==> config.mk <==
export PLATFORM = sky130hd
export DESIGN_NAME = rms_monitor
export DESIGN_NICKNAME = d
export VERILOG_FILES = /design/src/design/rms_pkg.sv /design/src/design/rms_validator.sv /design/src/design/rms_monitor.sv
export SDC_FILE = /design/constraint.sdc
export NUM_CORES = 1
export LEC_CHECK = 0
export ABC_AREA = 1
export BUFFER_PORTS_ARGS = -buffer_cell sky130_fd_sc_hd__buf_2
export CAP_MARGIN = 20
export CORE_UTILIZATION = 25
export DETAILED_ROUTE_END_ITERATION = 12
export MAX_ROUTING_LAYER = met4
export SYNTH_ARGS = -nofsm -noshare
export SYNTH_HDL_FRONTEND = slang
export SYNTH_HIERARCHICAL = 1
export SYNTH_SLANG_ARGS = --single-unit
==> constraint.sdc <==
create_clock -name clk -period 2.8 [get_ports clk]
set_input_delay 0.42 -clock clk [delete_from_list [all_inputs] [get_ports clk]]
set_output_delay 0.42 -clock clk [all_outputs]
set_load 0.01 [all_outputs]
==> src/design/rms_pkg.sv <==
// Package for the reference monitor status block
package rms_pkg;
  // ==========================================
  // Register offsets
  localparam logic [9:0] ADDR_VALID_TIME = 10'h1c3;
  localparam logic [9:0] ADDR_STATUS_MAIN = 10'h300;
  localparam logic [9:0] ADDR_HEALTH = 10'h301;
  localparam logic [9:0] ADDR_IRQ_LOW = 10'h302;
  localparam logic [9:0] ADDR_IRQ_HIGH = 10'h303;
  localparam logic [9:0] ADDR_MASK_MODE = 10'h304;
  localparam logic [9:0] ADDR_MASK_REF_A = 10'h306;
  localparam logic [9:0] ADDR_MASK_REF_B = 10'h307;
  localparam logic [9:0] ADDR_IRQ_CTRL = 10'h012;
  // ==========================================
  // Field positions and widths
  localparam int IRQ_RESET_BIT = 5;
  localparam int VT_WIDTH = 5;
  localparam int CNT_WIDTH = 33;
  // Health field positions within each reference nibble
  localparam int H_VALID = 2;
  localparam int H_LOSS = 1;
  localparam int H_LIMIT = 0;
  localparam int REF_B_BASE = 0;
  localparam int REF_A_BASE = 4;
  // Mode mask bit positions
  localparam int M_ENTER_HOLD = 0;
  localparam int M_LEAVE_HOLD = 1;
  localparam int M_REF_CHANGE = 2;
  // ==========================================
  // Reset values
  localparam logic [4:0] VT_RESET = 5'h00;
  localparam logic [7:0] MASK_RESET = 8'h00;
  localparam logic [7:0] BYTE_ZERO = 8'h00;

  typedef struct packed {
    logic freq_too_high;
    logic freq_too_low;
    logic freq_est_done;
    logic ref_select;
    logic holdover;
    logic phase_lock;
    logic freq_lock;
  } rms_loop_status_type;

  typedef struct packed {
    logic [9:0] addr;
    logic [7:0] wdata;
    logic wr;
    logic rd;
  } rms_bus_req_type;
endpackage : rms_pkg

==> src/design/rms_validator.sv <==
// Validation timer for one reference input
`timescale 1ns/1ps
`default_nettype none
module rms_validator (
  input wire logic clk,
  input wire logic rst_n,
  input wire logic [4:0] timer_setting,
  input wire logic fault_event,
  input wire logic fault_level,
  output logic valid
);
  typedef struct packed {
    logic [rms_pkg::CNT_WIDTH-1:0] count;
    logic valid;
  } rms_val_state_type;

  rms_val_state_type state_reg;
  rms_val_state_type state_next;
  logic [rms_pkg::CNT_WIDTH-1:0] limit;

  // ==========================================
  // Interval of 2^(setting+1)-1 loop filter clocks
  assign limit = (rms_pkg::CNT_WIDTH'(1) << (timer_setting + 6'h01)) - rms_pkg::CNT_WIDTH'(1);

  always_comb
  begin
    state_next = state_reg;
    if (fault_event || fault_level)
    begin
      state_next.count = '0;
      state_next.valid = 1'b0;
    end
    else if (!state_reg.valid)
    begin
      if (state_reg.count >= limit - rms_pkg::CNT_WIDTH'(1))
        state_next.valid = 1'b1;
      else
        state_next.count = state_reg.count + rms_pkg::CNT_WIDTH'(1);
    end
  end

  always_ff @(posedge clk or negedge rst_n)
  begin
    if (!rst_n)
      state_reg <= '0;
    else
      state_reg <= state_next;
  end

  assign valid = state_reg.valid;
endmodule : rms_validator
`default_nettype wire

==> src/design/rms_monitor.sv <==
// Reference validation and status monitor top
`timescale 1ns/1ps
`default_nettype none
module rms_monitor (
  input wire logic clk,
  input wire logic rst_n,
  input wire logic [9:0] addr,
  input wire logic [7:0] wdata,
  input wire logic wr_en,
  input wire logic rd_en,
  output logic [7:0] rdata,
  input wire logic first_reference_input_loss,
  input wire logic first_reference_input_limit,
  input wire logic second_reference_input_loss,
  input wire logic second_reference_input_limit,
  input wire logic freq_too_high_in,
  input wire logic freq_too_low_in,
  input wire logic freq_est_done_in,
  input wire logic ref_select_in,
  input wire logic holdover_in,
  input wire logic phase_lock_in,
  input wire logic freq_lock_in,
  output logic first_reference_input_usable,
  output logic second_reference_input_usable,
  output logic irq_event
);
  typedef struct packed {
    logic [3:0] loss_sync1;
    logic [3:0] loss_sync2;
    logic [6:0] loop_sync1;
    logic [6:0] loop_sync2;
    logic [7:0] health_prev;
    logic [6:0] loop_prev;
    logic [4:0] valid_time;
    logic [7:0] mask_mode;
    logic [7:0] mask_ref_a;
    logic [7:0] mask_ref_b;
    logic [7:0] irq_low;
    logic [7:0] irq_high;
    logic captured;
    logic irq;
    logic [7:0] rdata;
  } rms_state_type;

  rms_state_type state_reg;
  rms_state_type state_next;
  rms_pkg::rms_bus_req_type req;
  rms_pkg::rms_loop_status_type loop_status;
  logic [3:0] fault_pins;
  logic [6:0] loop_pins;
  logic [1:0] ref_valid;
  logic [1:0] ref_loss;
  logic [1:0] ref_limit;
  logic [1:0] loss_event;
  logic [1:0] limit_event;
  logic [7:0] status_main;
  logic [7:0] health;
  logic [3:0] ref_nibble [2];
  logic [5:0] ref_edges [2];
  logic [5:0] ref_mask [2];
  logic [1:0] ref_hit;
  logic hold_enter;
  logic hold_leave;
  logic ref_change;
  logic enter_hit;
  logic leave_hit;
  logic change_hit;
  logic mode_hit;
  logic trigger;
  logic wr_valid_time;
  logic wr_mask_mode;
  logic wr_mask_ref_a;
  logic wr_mask_ref_b;
  logic wr_irq_ctrl;
  logic irq_clear;
  logic capture_now;
  logic [7:0] read_mux;

  // ==========================================
  // Register bus request
  assign req = '{addr: addr, wdata: wdata, wr: wr_en, rd: rd_en};

  // ==========================================
  // Raw pin groups ahead of the synchronisers
  assign fault_pins = {second_reference_input_limit,
                       second_reference_input_loss,
                       first_reference_input_limit,
                       first_reference_input_loss};
  assign loop_pins = {freq_too_high_in,
                      freq_too_low_in,
                      freq_est_done_in,
                      ref_select_in,
                      holdover_in,
                      phase_lock_in,
                      freq_lock_in};

  // ==========================================
  // Synchronised inputs
  assign ref_loss[0] = state_reg.loss_sync2[0];
  assign ref_loss[1] = state_reg.loss_sync2[2];
  assign ref_limit[0] = state_reg.loss_sync2[1];
  assign ref_limit[1] = state_reg.loss_sync2[3];
  assign loop_status = rms_pkg::rms_loop_status_type'(state_reg.loop_sync2);

  // ==========================================
  // Validation timers per reference
  genvar gi;
  generate
    for (gi = 0; gi < 2; gi++)
    begin : g_ref
      logic fault_edge;
      logic fault_hold;
      assign fault_edge = loss_event[gi] | limit_event[gi];
      assign fault_hold = ref_loss[gi] | ref_limit[gi];
      rms_validator u_val (
        .clk(clk),
        .rst_n(rst_n),
        .timer_setting(state_reg.valid_time),
        .fault_event(fault_edge),
        .fault_level(fault_hold),
        .valid(ref_valid[gi])
      );
    end
  endgenerate

  assign first_reference_input_usable = ref_valid[0];
  assign second_reference_input_usable = ref_valid[1];

  // ==========================================
  // Health nibble per reference
  generate
    for (gi = 0; gi < 2; gi++)
    begin : g_health
      assign ref_nibble[gi] = {1'b0,
                               ref_valid[gi],
                               ref_loss[gi],
                               ref_limit[gi]};
    end
  endgenerate

  // ==========================================
  // Live status registers
  assign status_main = {1'b0,
                        loop_status.freq_too_high,
                        loop_status.freq_too_low,
                        loop_status.freq_est_done,
                        loop_status.ref_select,
                        loop_status.holdover,
                        loop_status.phase_lock,
                        loop_status.freq_lock};
  assign health = {ref_nibble[0], ref_nibble[1]};

  // ==========================================
  // Edge detection and masking per reference
  assign ref_mask[0] = state_reg.mask_ref_a[5:0];
  assign ref_mask[1] = state_reg.mask_ref_b[5:0];

  generate
    for (gi = 0; gi < 2; gi++)
    begin : g_edge
      logic [2:0] cur;
      logic [2:0] prv;
      logic valid_rise;
      logic valid_fall;
      logic loss_rise;
      logic loss_fall;
      logic limit_rise;
      logic limit_fall;
      assign cur = ref_nibble[gi][2:0];
      assign prv = (gi == 0) ? state_reg.health_prev[6:4] : state_reg.health_prev[2:0];
      assign valid_rise = cur[2] & ~prv[2];
      assign valid_fall = ~cur[2] & prv[2];
      assign loss_rise = cur[1] & ~prv[1];
      assign loss_fall = ~cur[1] & prv[1];
      assign limit_rise = cur[0] & ~prv[0];
      assign limit_fall = ~cur[0] & prv[0];
      assign loss_event[gi] = loss_rise;
      assign limit_event[gi] = limit_rise;
      // Bit order matches the mask: valid, loss, limit; rise above fall
      assign ref_edges[gi] = {valid_rise, valid_fall, loss_rise,
                              loss_fall, limit_rise, limit_fall};
      assign ref_hit[gi] = |(ref_edges[gi] & ref_mask[gi]);
    end
  endgenerate

  // ==========================================
  // Holdover and reference selection events
  assign hold_enter = loop_status.holdover & ~state_reg.loop_prev[2];
  assign hold_leave = ~loop_status.holdover & state_reg.loop_prev[2];
  assign ref_change = loop_status.ref_select ^ state_reg.loop_prev[3];
  assign enter_hit = state_reg.mask_mode[rms_pkg::M_ENTER_HOLD] & hold_enter;
  assign leave_hit = state_reg.mask_mode[rms_pkg::M_LEAVE_HOLD] & hold_leave;
  assign change_hit = state_reg.mask_mode[rms_pkg::M_REF_CHANGE] & ref_change;
  assign mode_hit = enter_hit | leave_hit | change_hit;
  assign trigger = ref_hit[0] | ref_hit[1] | mode_hit;

  // ==========================================
  // Register bus decode
  assign wr_valid_time = req.wr && req.addr == rms_pkg::ADDR_VALID_TIME;
  assign wr_mask_mode = req.wr && req.addr == rms_pkg::ADDR_MASK_MODE;
  assign wr_mask_ref_a = req.wr && req.addr == rms_pkg::ADDR_MASK_REF_A;
  assign wr_mask_ref_b = req.wr && req.addr == rms_pkg::ADDR_MASK_REF_B;
  assign wr_irq_ctrl = req.wr && req.addr == rms_pkg::ADDR_IRQ_CTRL;
  assign irq_clear = wr_irq_ctrl && req.wdata[rms_pkg::IRQ_RESET_BIT];
  // Set wins over clear: a trigger in the clear cycle captures afresh
  assign capture_now = trigger && (!state_reg.captured || irq_clear);

  // ==========================================
  // Read data select
  always_comb
  begin
    read_mux = rms_pkg::BYTE_ZERO;
    case (req.addr)
      rms_pkg::ADDR_VALID_TIME: read_mux = {3'h0, state_reg.valid_time};
      rms_pkg::ADDR_STATUS_MAIN: read_mux = status_main;
      rms_pkg::ADDR_HEALTH: read_mux = health;
      rms_pkg::ADDR_IRQ_LOW: read_mux = state_reg.irq_low;
      rms_pkg::ADDR_IRQ_HIGH: read_mux = state_reg.irq_high;
      rms_pkg::ADDR_MASK_MODE: read_mux = state_reg.mask_mode;
      rms_pkg::ADDR_MASK_REF_A: read_mux = state_reg.mask_ref_a;
      rms_pkg::ADDR_MASK_REF_B: read_mux = state_reg.mask_ref_b;
      default: read_mux = rms_pkg::BYTE_ZERO;
    endcase
  end

  // ==========================================
  // Next state
  always_comb
  begin
    state_next = state_reg;
    // Two-stage synchronisers on every pin input
    state_next.loss_sync1 = fault_pins;
    state_next.loss_sync2 = state_reg.loss_sync1;
    state_next.loop_sync1 = loop_pins;
    state_next.loop_sync2 = state_reg.loop_sync1;
    // History for edge detection
    state_next.health_prev = health;
    state_next.loop_prev = state_reg.loop_sync2;
    // Software registers
    if (wr_valid_time)
    begin
      state_next.valid_time = req.wdata[4:0];
    end
    if (wr_mask_mode)
    begin
      state_next.mask_mode = {5'h00, req.wdata[2:0]};
    end
    if (wr_mask_ref_a)
    begin
      state_next.mask_ref_a = {2'h0, req.wdata[5:0]};
    end
    if (wr_mask_ref_b)
    begin
      state_next.mask_ref_b = {2'h0, req.wdata[5:0]};
    end
    // Interrupt clear
    if (irq_clear)
    begin
      state_next.irq = 1'b0;
      state_next.captured = 1'b0;
      state_next.irq_low = rms_pkg::BYTE_ZERO;
      state_next.irq_high = rms_pkg::BYTE_ZERO;
    end
    // Interrupt set and snapshot
    if (trigger)
    begin
      state_next.irq = 1'b1;
    end
    if (capture_now)
    begin
      state_next.captured = 1'b1;
      state_next.irq_low = status_main;
      state_next.irq_high = health;
    end
    // Read data stands one cycle after the strobe
    if (req.rd)
    begin
      state_next.rdata = read_mux;
    end
    else
    begin
      state_next.rdata = rms_pkg::BYTE_ZERO;
    end
  end

  // ==========================================
  // State register
  always_ff @(posedge clk or negedge rst_n)
  begin
    if (!rst_n)
    begin
      state_reg.loss_sync1 <= '0;
      state_reg.loss_sync2 <= '0;
      state_reg.loop_sync1 <= '0;
      state_reg.loop_sync2 <= '0;
      state_reg.health_prev <= rms_pkg::BYTE_ZERO;
      state_reg.loop_prev <= '0;
      state_reg.valid_time <= rms_pkg::VT_RESET;
      state_reg.mask_mode <= rms_pkg::MASK_RESET;
      state_reg.mask_ref_a <= rms_pkg::MASK_RESET;
      state_reg.mask_ref_b <= rms_pkg::MASK_RESET;
      state_reg.irq_low <= rms_pkg::BYTE_ZERO;
      state_reg.irq_high <= rms_pkg::BYTE_ZERO;
      state_reg.captured <= 1'b0;
      state_reg.irq <= 1'b0;
      state_reg.rdata <= rms_pkg::BYTE_ZERO;
    end
    else
    begin
      state_reg <= state_next;
    end
  end

  // ==========================================
  // Outputs
  assign rdata = state_reg.rdata;
  assign irq_event = state_reg.irq;
endmodule : rms_monitor
`default_nettype wire

**Word-level counts from Yosys, hierarchy flattened**

Index checks and enable logic that the tools add are counted.

- Multiplexer cells: 13
- Reductions and logical operators: 17
- $add $sub $neg: 5
- Magnitude comparators: 2
- Equal/unequal tests: 13
- Shift-type cells: 1
- Bitwise gates (word level): 42

Operators with widths:

| cell | number |
|---|---|
| $mux W34 | 4 |
| $eq A10 B10 Y1 const B | 7 |
| $add A33 B1 Y33 const B | 2 |
| $ge A33 B33 Y1 | 2 |
| $mux W33 | 2 |
| $pmux W8 S8 | 1 |
| $shl A1 B6 Y33 const A | 1 |
| $sub A33 B1 Y33 const B | 1 |
| $sub A33 B2 Y33 const B | 1 |
| $mux W18 | 1 |
| $and A1 B1 Y1 | 17 |
| $mux W17 | 1 |
| $not A1 Y1 | 14 |
| $and A6 B6 Y6 | 2 |
| $reduce_or A6 Y1 | 2 |
| $eq A10 B5 Y1 const B | 1 |
| $eq A10 B9 Y1 const B | 1 |
| $mux W8 | 1 |
| $or A1 B1 Y1 | 8 |
| $logic_and A1 B1 Y1 | 7 |
| $add A5 B1 Y6 const B | 1 |
| $ne A2 B1 Y1 const B | 2 |
| $ne A2 B2 Y1 const B | 2 |
| $reduce_and A2 Y1 | 2 |
| other kinds (5) | 10 |

- Flip-flop bits (word level): 146
- Output and inout bits: 11
- Word-level logic and storage cells: 112

**Logic depth before layout (Yosys ltp)**

- Depth in word-level cells: 8
- Mapped depth: 24

**Modules after synthesis**

Netlist, hierarchy kept.

By module, submodules not included:

| module | seq. area each (um2) | area each (um2) | times used | cells an instance |
|---|---|---|---|---|
| rms_validator | 850.8 | 4321.6 | 2 | 734 |
| rms_monitor | 1801.7 | 3408.3 | 1 | 394 |

**Least setup slack after synthesis**

No wires, ideal clock.

- Path kind: register to register
- From: reg state_reg[54] (netlist name)
- To: reg g_ref[0].u_val/state_reg[19] (netlist name)
- Data arrival time: 3.021 ns
- Path slack: -0.288 ns
- Cell stages (with the launch flop): 21
- Library setup time: 0.067 ns
- Clock period less this slack: 3.088 ns
- Cells stage by stage: dfrtp_1 -> inv_2 -> buf_6 -> nand2_1 -> ha_1 -> nand2_1 -> nor2_4 -> nand3_1 -> nor2_2 -> xor2_1 -> ha_1 -> nand2_1 -> nor2_1 -> nand2_1 -> nor2_1 -> nor2_1 -> nand3_1 -> nand2_1 -> clkbuf_1 -> nand4_1 -> nand2_1

- Cells in the longest elaborated chain, start to end: 7

Ends and longest elaborated chain:

| item | line | text |
|---|---|---|
| start: declaration | rms_monitor.sv:45 | `rms_state_type state_reg;` |
| start signal: assignment | rms_monitor.sv:310 | `state_reg <= state_next;` |
| $add A5 B1 Y6 | rms_validator.sv:23 | `assign limit = (rms_pkg::CNT_WIDTH'(1) << (timer_setting + 6'h01)) - rms_pkg::CNT_WIDTH'(1);` |
| $shl A1 B6 Y33 | rms_validator.sv:23 |  |
| $sub A33 B2 Y33 | rms_validator.sv:23 |  |
| $sub A33 B1 Y33 | rms_validator.sv:35 | `if (state_reg.count >= limit - rms_pkg::CNT_WIDTH'(1))` |
| $ge A33 B33 Y1 | rms_validator.sv:35 |  |
| $ne A2 B1 Y1 (no line) | n/a |  |
| $reduce_and A2 Y1 (no line) | n/a |  |
| end signal: assignment | rms_validator.sv:47 | `state_reg <= state_next;` |
| end: declaration | rms_validator.sv:17 | `rms_val_state_type state_reg;` |

No other way between the ends.
A chain may end at the register's enable or synchronous reset.

**Worst setup path after layout**

- From: reg state_reg[52] (netlist name)
- To: reg g_ref[0].u_val/state_reg[12] (netlist name)

The elaborated chain is that of the path after synthesis.

==> flow_metrics.tcl <==
set metrics [dict create \
    status "finished, violations left" \
    violations "setup timing" \
    grt_overflow 0 \
    hpwl_um 28100 \
    first_iter_violations 1039 \
    drv_slew 0 \
    clkTransAtPathRegs_ps 70 \
    drive_above_1_share_pct 20.6 \
    antenna_found_initial 0 \
    crit_top_cell "nand2_1" \
    max_stage_delay_ps 420 \
    hold_path.class "input pin to register" \
    io_pins 44 \
    syn-cell-area_um2 12100 \
    relSlewSlack_pct 46.4 \
    cts_buffer_depth 2 \
    final_nets 2126 \
    dieHeight_um 222 \
    final-hold-violation-count 0 \
    criticalPathCategory "register to register" \
    cts_tree "built" \
    htreeDepth 4 \
    yosysWarningCount 6 \
    insertion_delay_ps 470 \
    cts_root_buf "clkbuf_16" \
    antennaDiodeCount 0 \
    cp_max_fo 34 \
    setup_ws_ps -392 \
    mostFrequentLayoutCells "nand2_1 (591), nor2_1 (265), nand3_1 (191), buf_4 (144), dfrtp_1 (136)" \
    std_cell_rows 80 \
    synthesis.nets 1965 \
    critPathLaunchType "register" \
    cts_buffers 17 \
    cp.arrival_ps 3580 \
    p_leak_nw 7.35 \
    period_share_pct 114 \
    max_freq_mhz 313 \
    rsz0062_at_grt "yes" \
    layout_commonest_cell "nand2_1" \
    grt_pass1_vias 11981 \
    min_period_ps 3190 \
    core_area_um2 47600 \
    synthCells 1862 \
    power.density_nw_per_um2 379 \
    synthFlopType "dfrtp_1" \
    met1_length_um 17400 \
    ir_worst_vdd_v 0.000314 \
    yosys.cell_types.count 39 \
    via_count 12462 \
    gp_congestion 0.957 \
    worstSetupEndpointType "register" \
    cts.sinks 140 \
    top_layer "met4" \
    fp.dieArea_um2 49100 \
    fill_cells 5153 \
    setup_violations 68 \
    io_buffers 40 \
    drc 0 \
    routed_wl_um 37100 \
    firstDrtPassIters 5 \
    route.met2.wl_um 17100 \
    crit_slowest_cell "dfrtp_2" \
    worstPathRequired_ps 3190 \
    drtAntennaViolNets 0 \
    synth_top_cell_area_share_pct 29.1 \
    yosys_register_bits 140 \
    synth_edf_count 0 \
    ys_seq_area_share_pct 29.1 \
    synth_top_cell_by_area "dfrtp_1" \
    drv_cap 0 \
    crit_path_cell_trace "buf_6 -> inv_4 -> nand2_2 -> nor2_2 -> nand2_2 -> ha_4 -> nand2_2 -> nor2_4 -> nand3_4 -> nor2_4 -> nand3_1 -> nand2_1 -> nand2_1 -> ha_1 -> nand2_1 -> nor2_1 -> a21boi_0 -> nor2_1 -> nand2_1 -> nor2_4 -> buf_12 -> nand4_1 -> nand2_1" \
    avgViaCountPerCell 4.70 \
    die_w_um 222 \
    syn_area_per_cell_um2 6.47 \
    fin_skew_ps 18.2 \
    grt_use_total_pct 16.0 \
    yosys-top-cells-area "dfrtp_1 (29%), nand2_1 (19%), nor2_1 (9.2%)" \
    routed-wl-met3_um 1720 \
    grt_pass1_wl_um 61700 \
    grt_max_degree 69 \
    largest_reg_flops 66 \
    tightest_slew_ps 803 \
    holdWs_ps 50.6 \
    power_w 0.00572 \
    initial_utilization_pct 25.3 \
    syn2layout_area_growth_pct 25.1 \
    wl_per_cell_um 14.0 \
    async_flop_share_pct 100 \
]
-- Yosys cell counts, types with 6 or more instances --
library cell and instances:
a21oi_1 26, nand3_2 12, nand3_1 208, buf_4 13, buf_1 8, nor2_1 296
xnor2_1 16, o21ai_0 12, nand2_2 21, o21ai_1 14, clkbuf_1 20, o21bai_1 10
inv_1 133, buf_2 8, o21ai_2 6, ha_1 70, nor3_1 11, xor2_1 22
inv_2 15, buf_6 15, nand2_1 614, nor2_4 16, nand4_1 96, dfrtp_1 140
nor2_2 19, and2_1 7
-- layer usage --
layer | GRT usage (%) | vias to the layer above
met5 | - | -
met1 | 21.1 | 5713
met2 | 24.7 | 327
met4 | 5.82 | 0
met3 | 2.56 | 49
li1 | - | 6373
-- cell type report --
class	instances	area [um2]	area share, %
clock buffers	17	425	2.82
inverters	149	569	3.77
multi-input cells	1508	7930	52.5
well taps	615	769	5.10
clock inverters	15	191	1.27
flip-flops and latches	140	3510	23.3
repair buffers	207	1690	11.2
-- critical path, delay by kind of cell, from the launching register on --
| kind | cells | cell delay, ps |
|---|---|---|
| flip-flops | 1 | 420 |
| adder cells (fa/ha/maj) | 2 | 410 |
| AND/OR/NAND/NOR | 17 | 1710 |
| AO/OA/AOI/OAI | 1 | 120 |
| buffers and inverters | 3 | 440 |
-- path summary, 6_finish.rpt --
path / startpoint / end / slack (ps) / cells past startpoint
hold reg to reg: state_next[75] / loop_status[5] / 350 / 0
min in group asynchronous: rst_n / g_ref[0].u_val/state_reg[17] / 470 / 2
setup reg to reg: state_reg[52] / g_ref[0].u_val/state_reg[12] / -390 / 23
hold / removal: freq_est_done_in / state_next[74] / 50 / 1
max in group asynchronous: rst_n / g_ref[1].u_val/state_reg[4] / 1560 / 3
setup / recovery: state_reg[52] / g_ref[0].u_val/state_reg[12] / -390 / 23
-- logic make-up after synthesis --
group	synth area share, %
other	0.156
adder cells (fa/ha/maj)	7.27
flip-flops	29.1
XOR/XNOR	2.76
AND/OR/NAND/NOR	48.7
buffers and inverters	8.22
AO/OA/AOI/OAI	3.84
-- through the flow --
| step | TNS (ps) | cells | instance area (um2) | util (%) | setup slack (ps) |
|---|---|---|---|---|---|
| after floorplan | -4360 | 1862 | 12200 | - | -75.5 |
| final | -24810 | 2651 | 15100 | 31.7 | -392 |
| after CTS | -25130 | 2648 | 15000 | 31.4 | -395 |
| after global routing | -41330 | 2651 | 15100 | 31.7 | -666 |
| after detailed placement | -30920 | 2606 | 14100 | 29.6 | -475 |
| after global placement | -28780 | 2606 | 14100 | 29.6 | -481 |
-- power breakdown --
group | internal (W) | total, W | switching (W)
clock | 0.00122 | 0.00235 | 0.00113
combinational | 0.000441 | 0.00116 | 0.000715
sequential | 0.00212 | 0.00221 | 0.0000890
total | 0.00378 | 0.00572 | 0.00194
-- what timing repair did --
item / 4_1_cts / 5_1_grt
setup buffers: 8 / 2
endpoints found under the hold margin: 46 / 0
resized for setup: 49 / 22
cloned: 1 / 1
pin swaps: 7 / 14
setup endpoints to repair: 68 / 68
hold buffers: 1 / 0
Note: power is estimated with default switching activity, not from simulation.
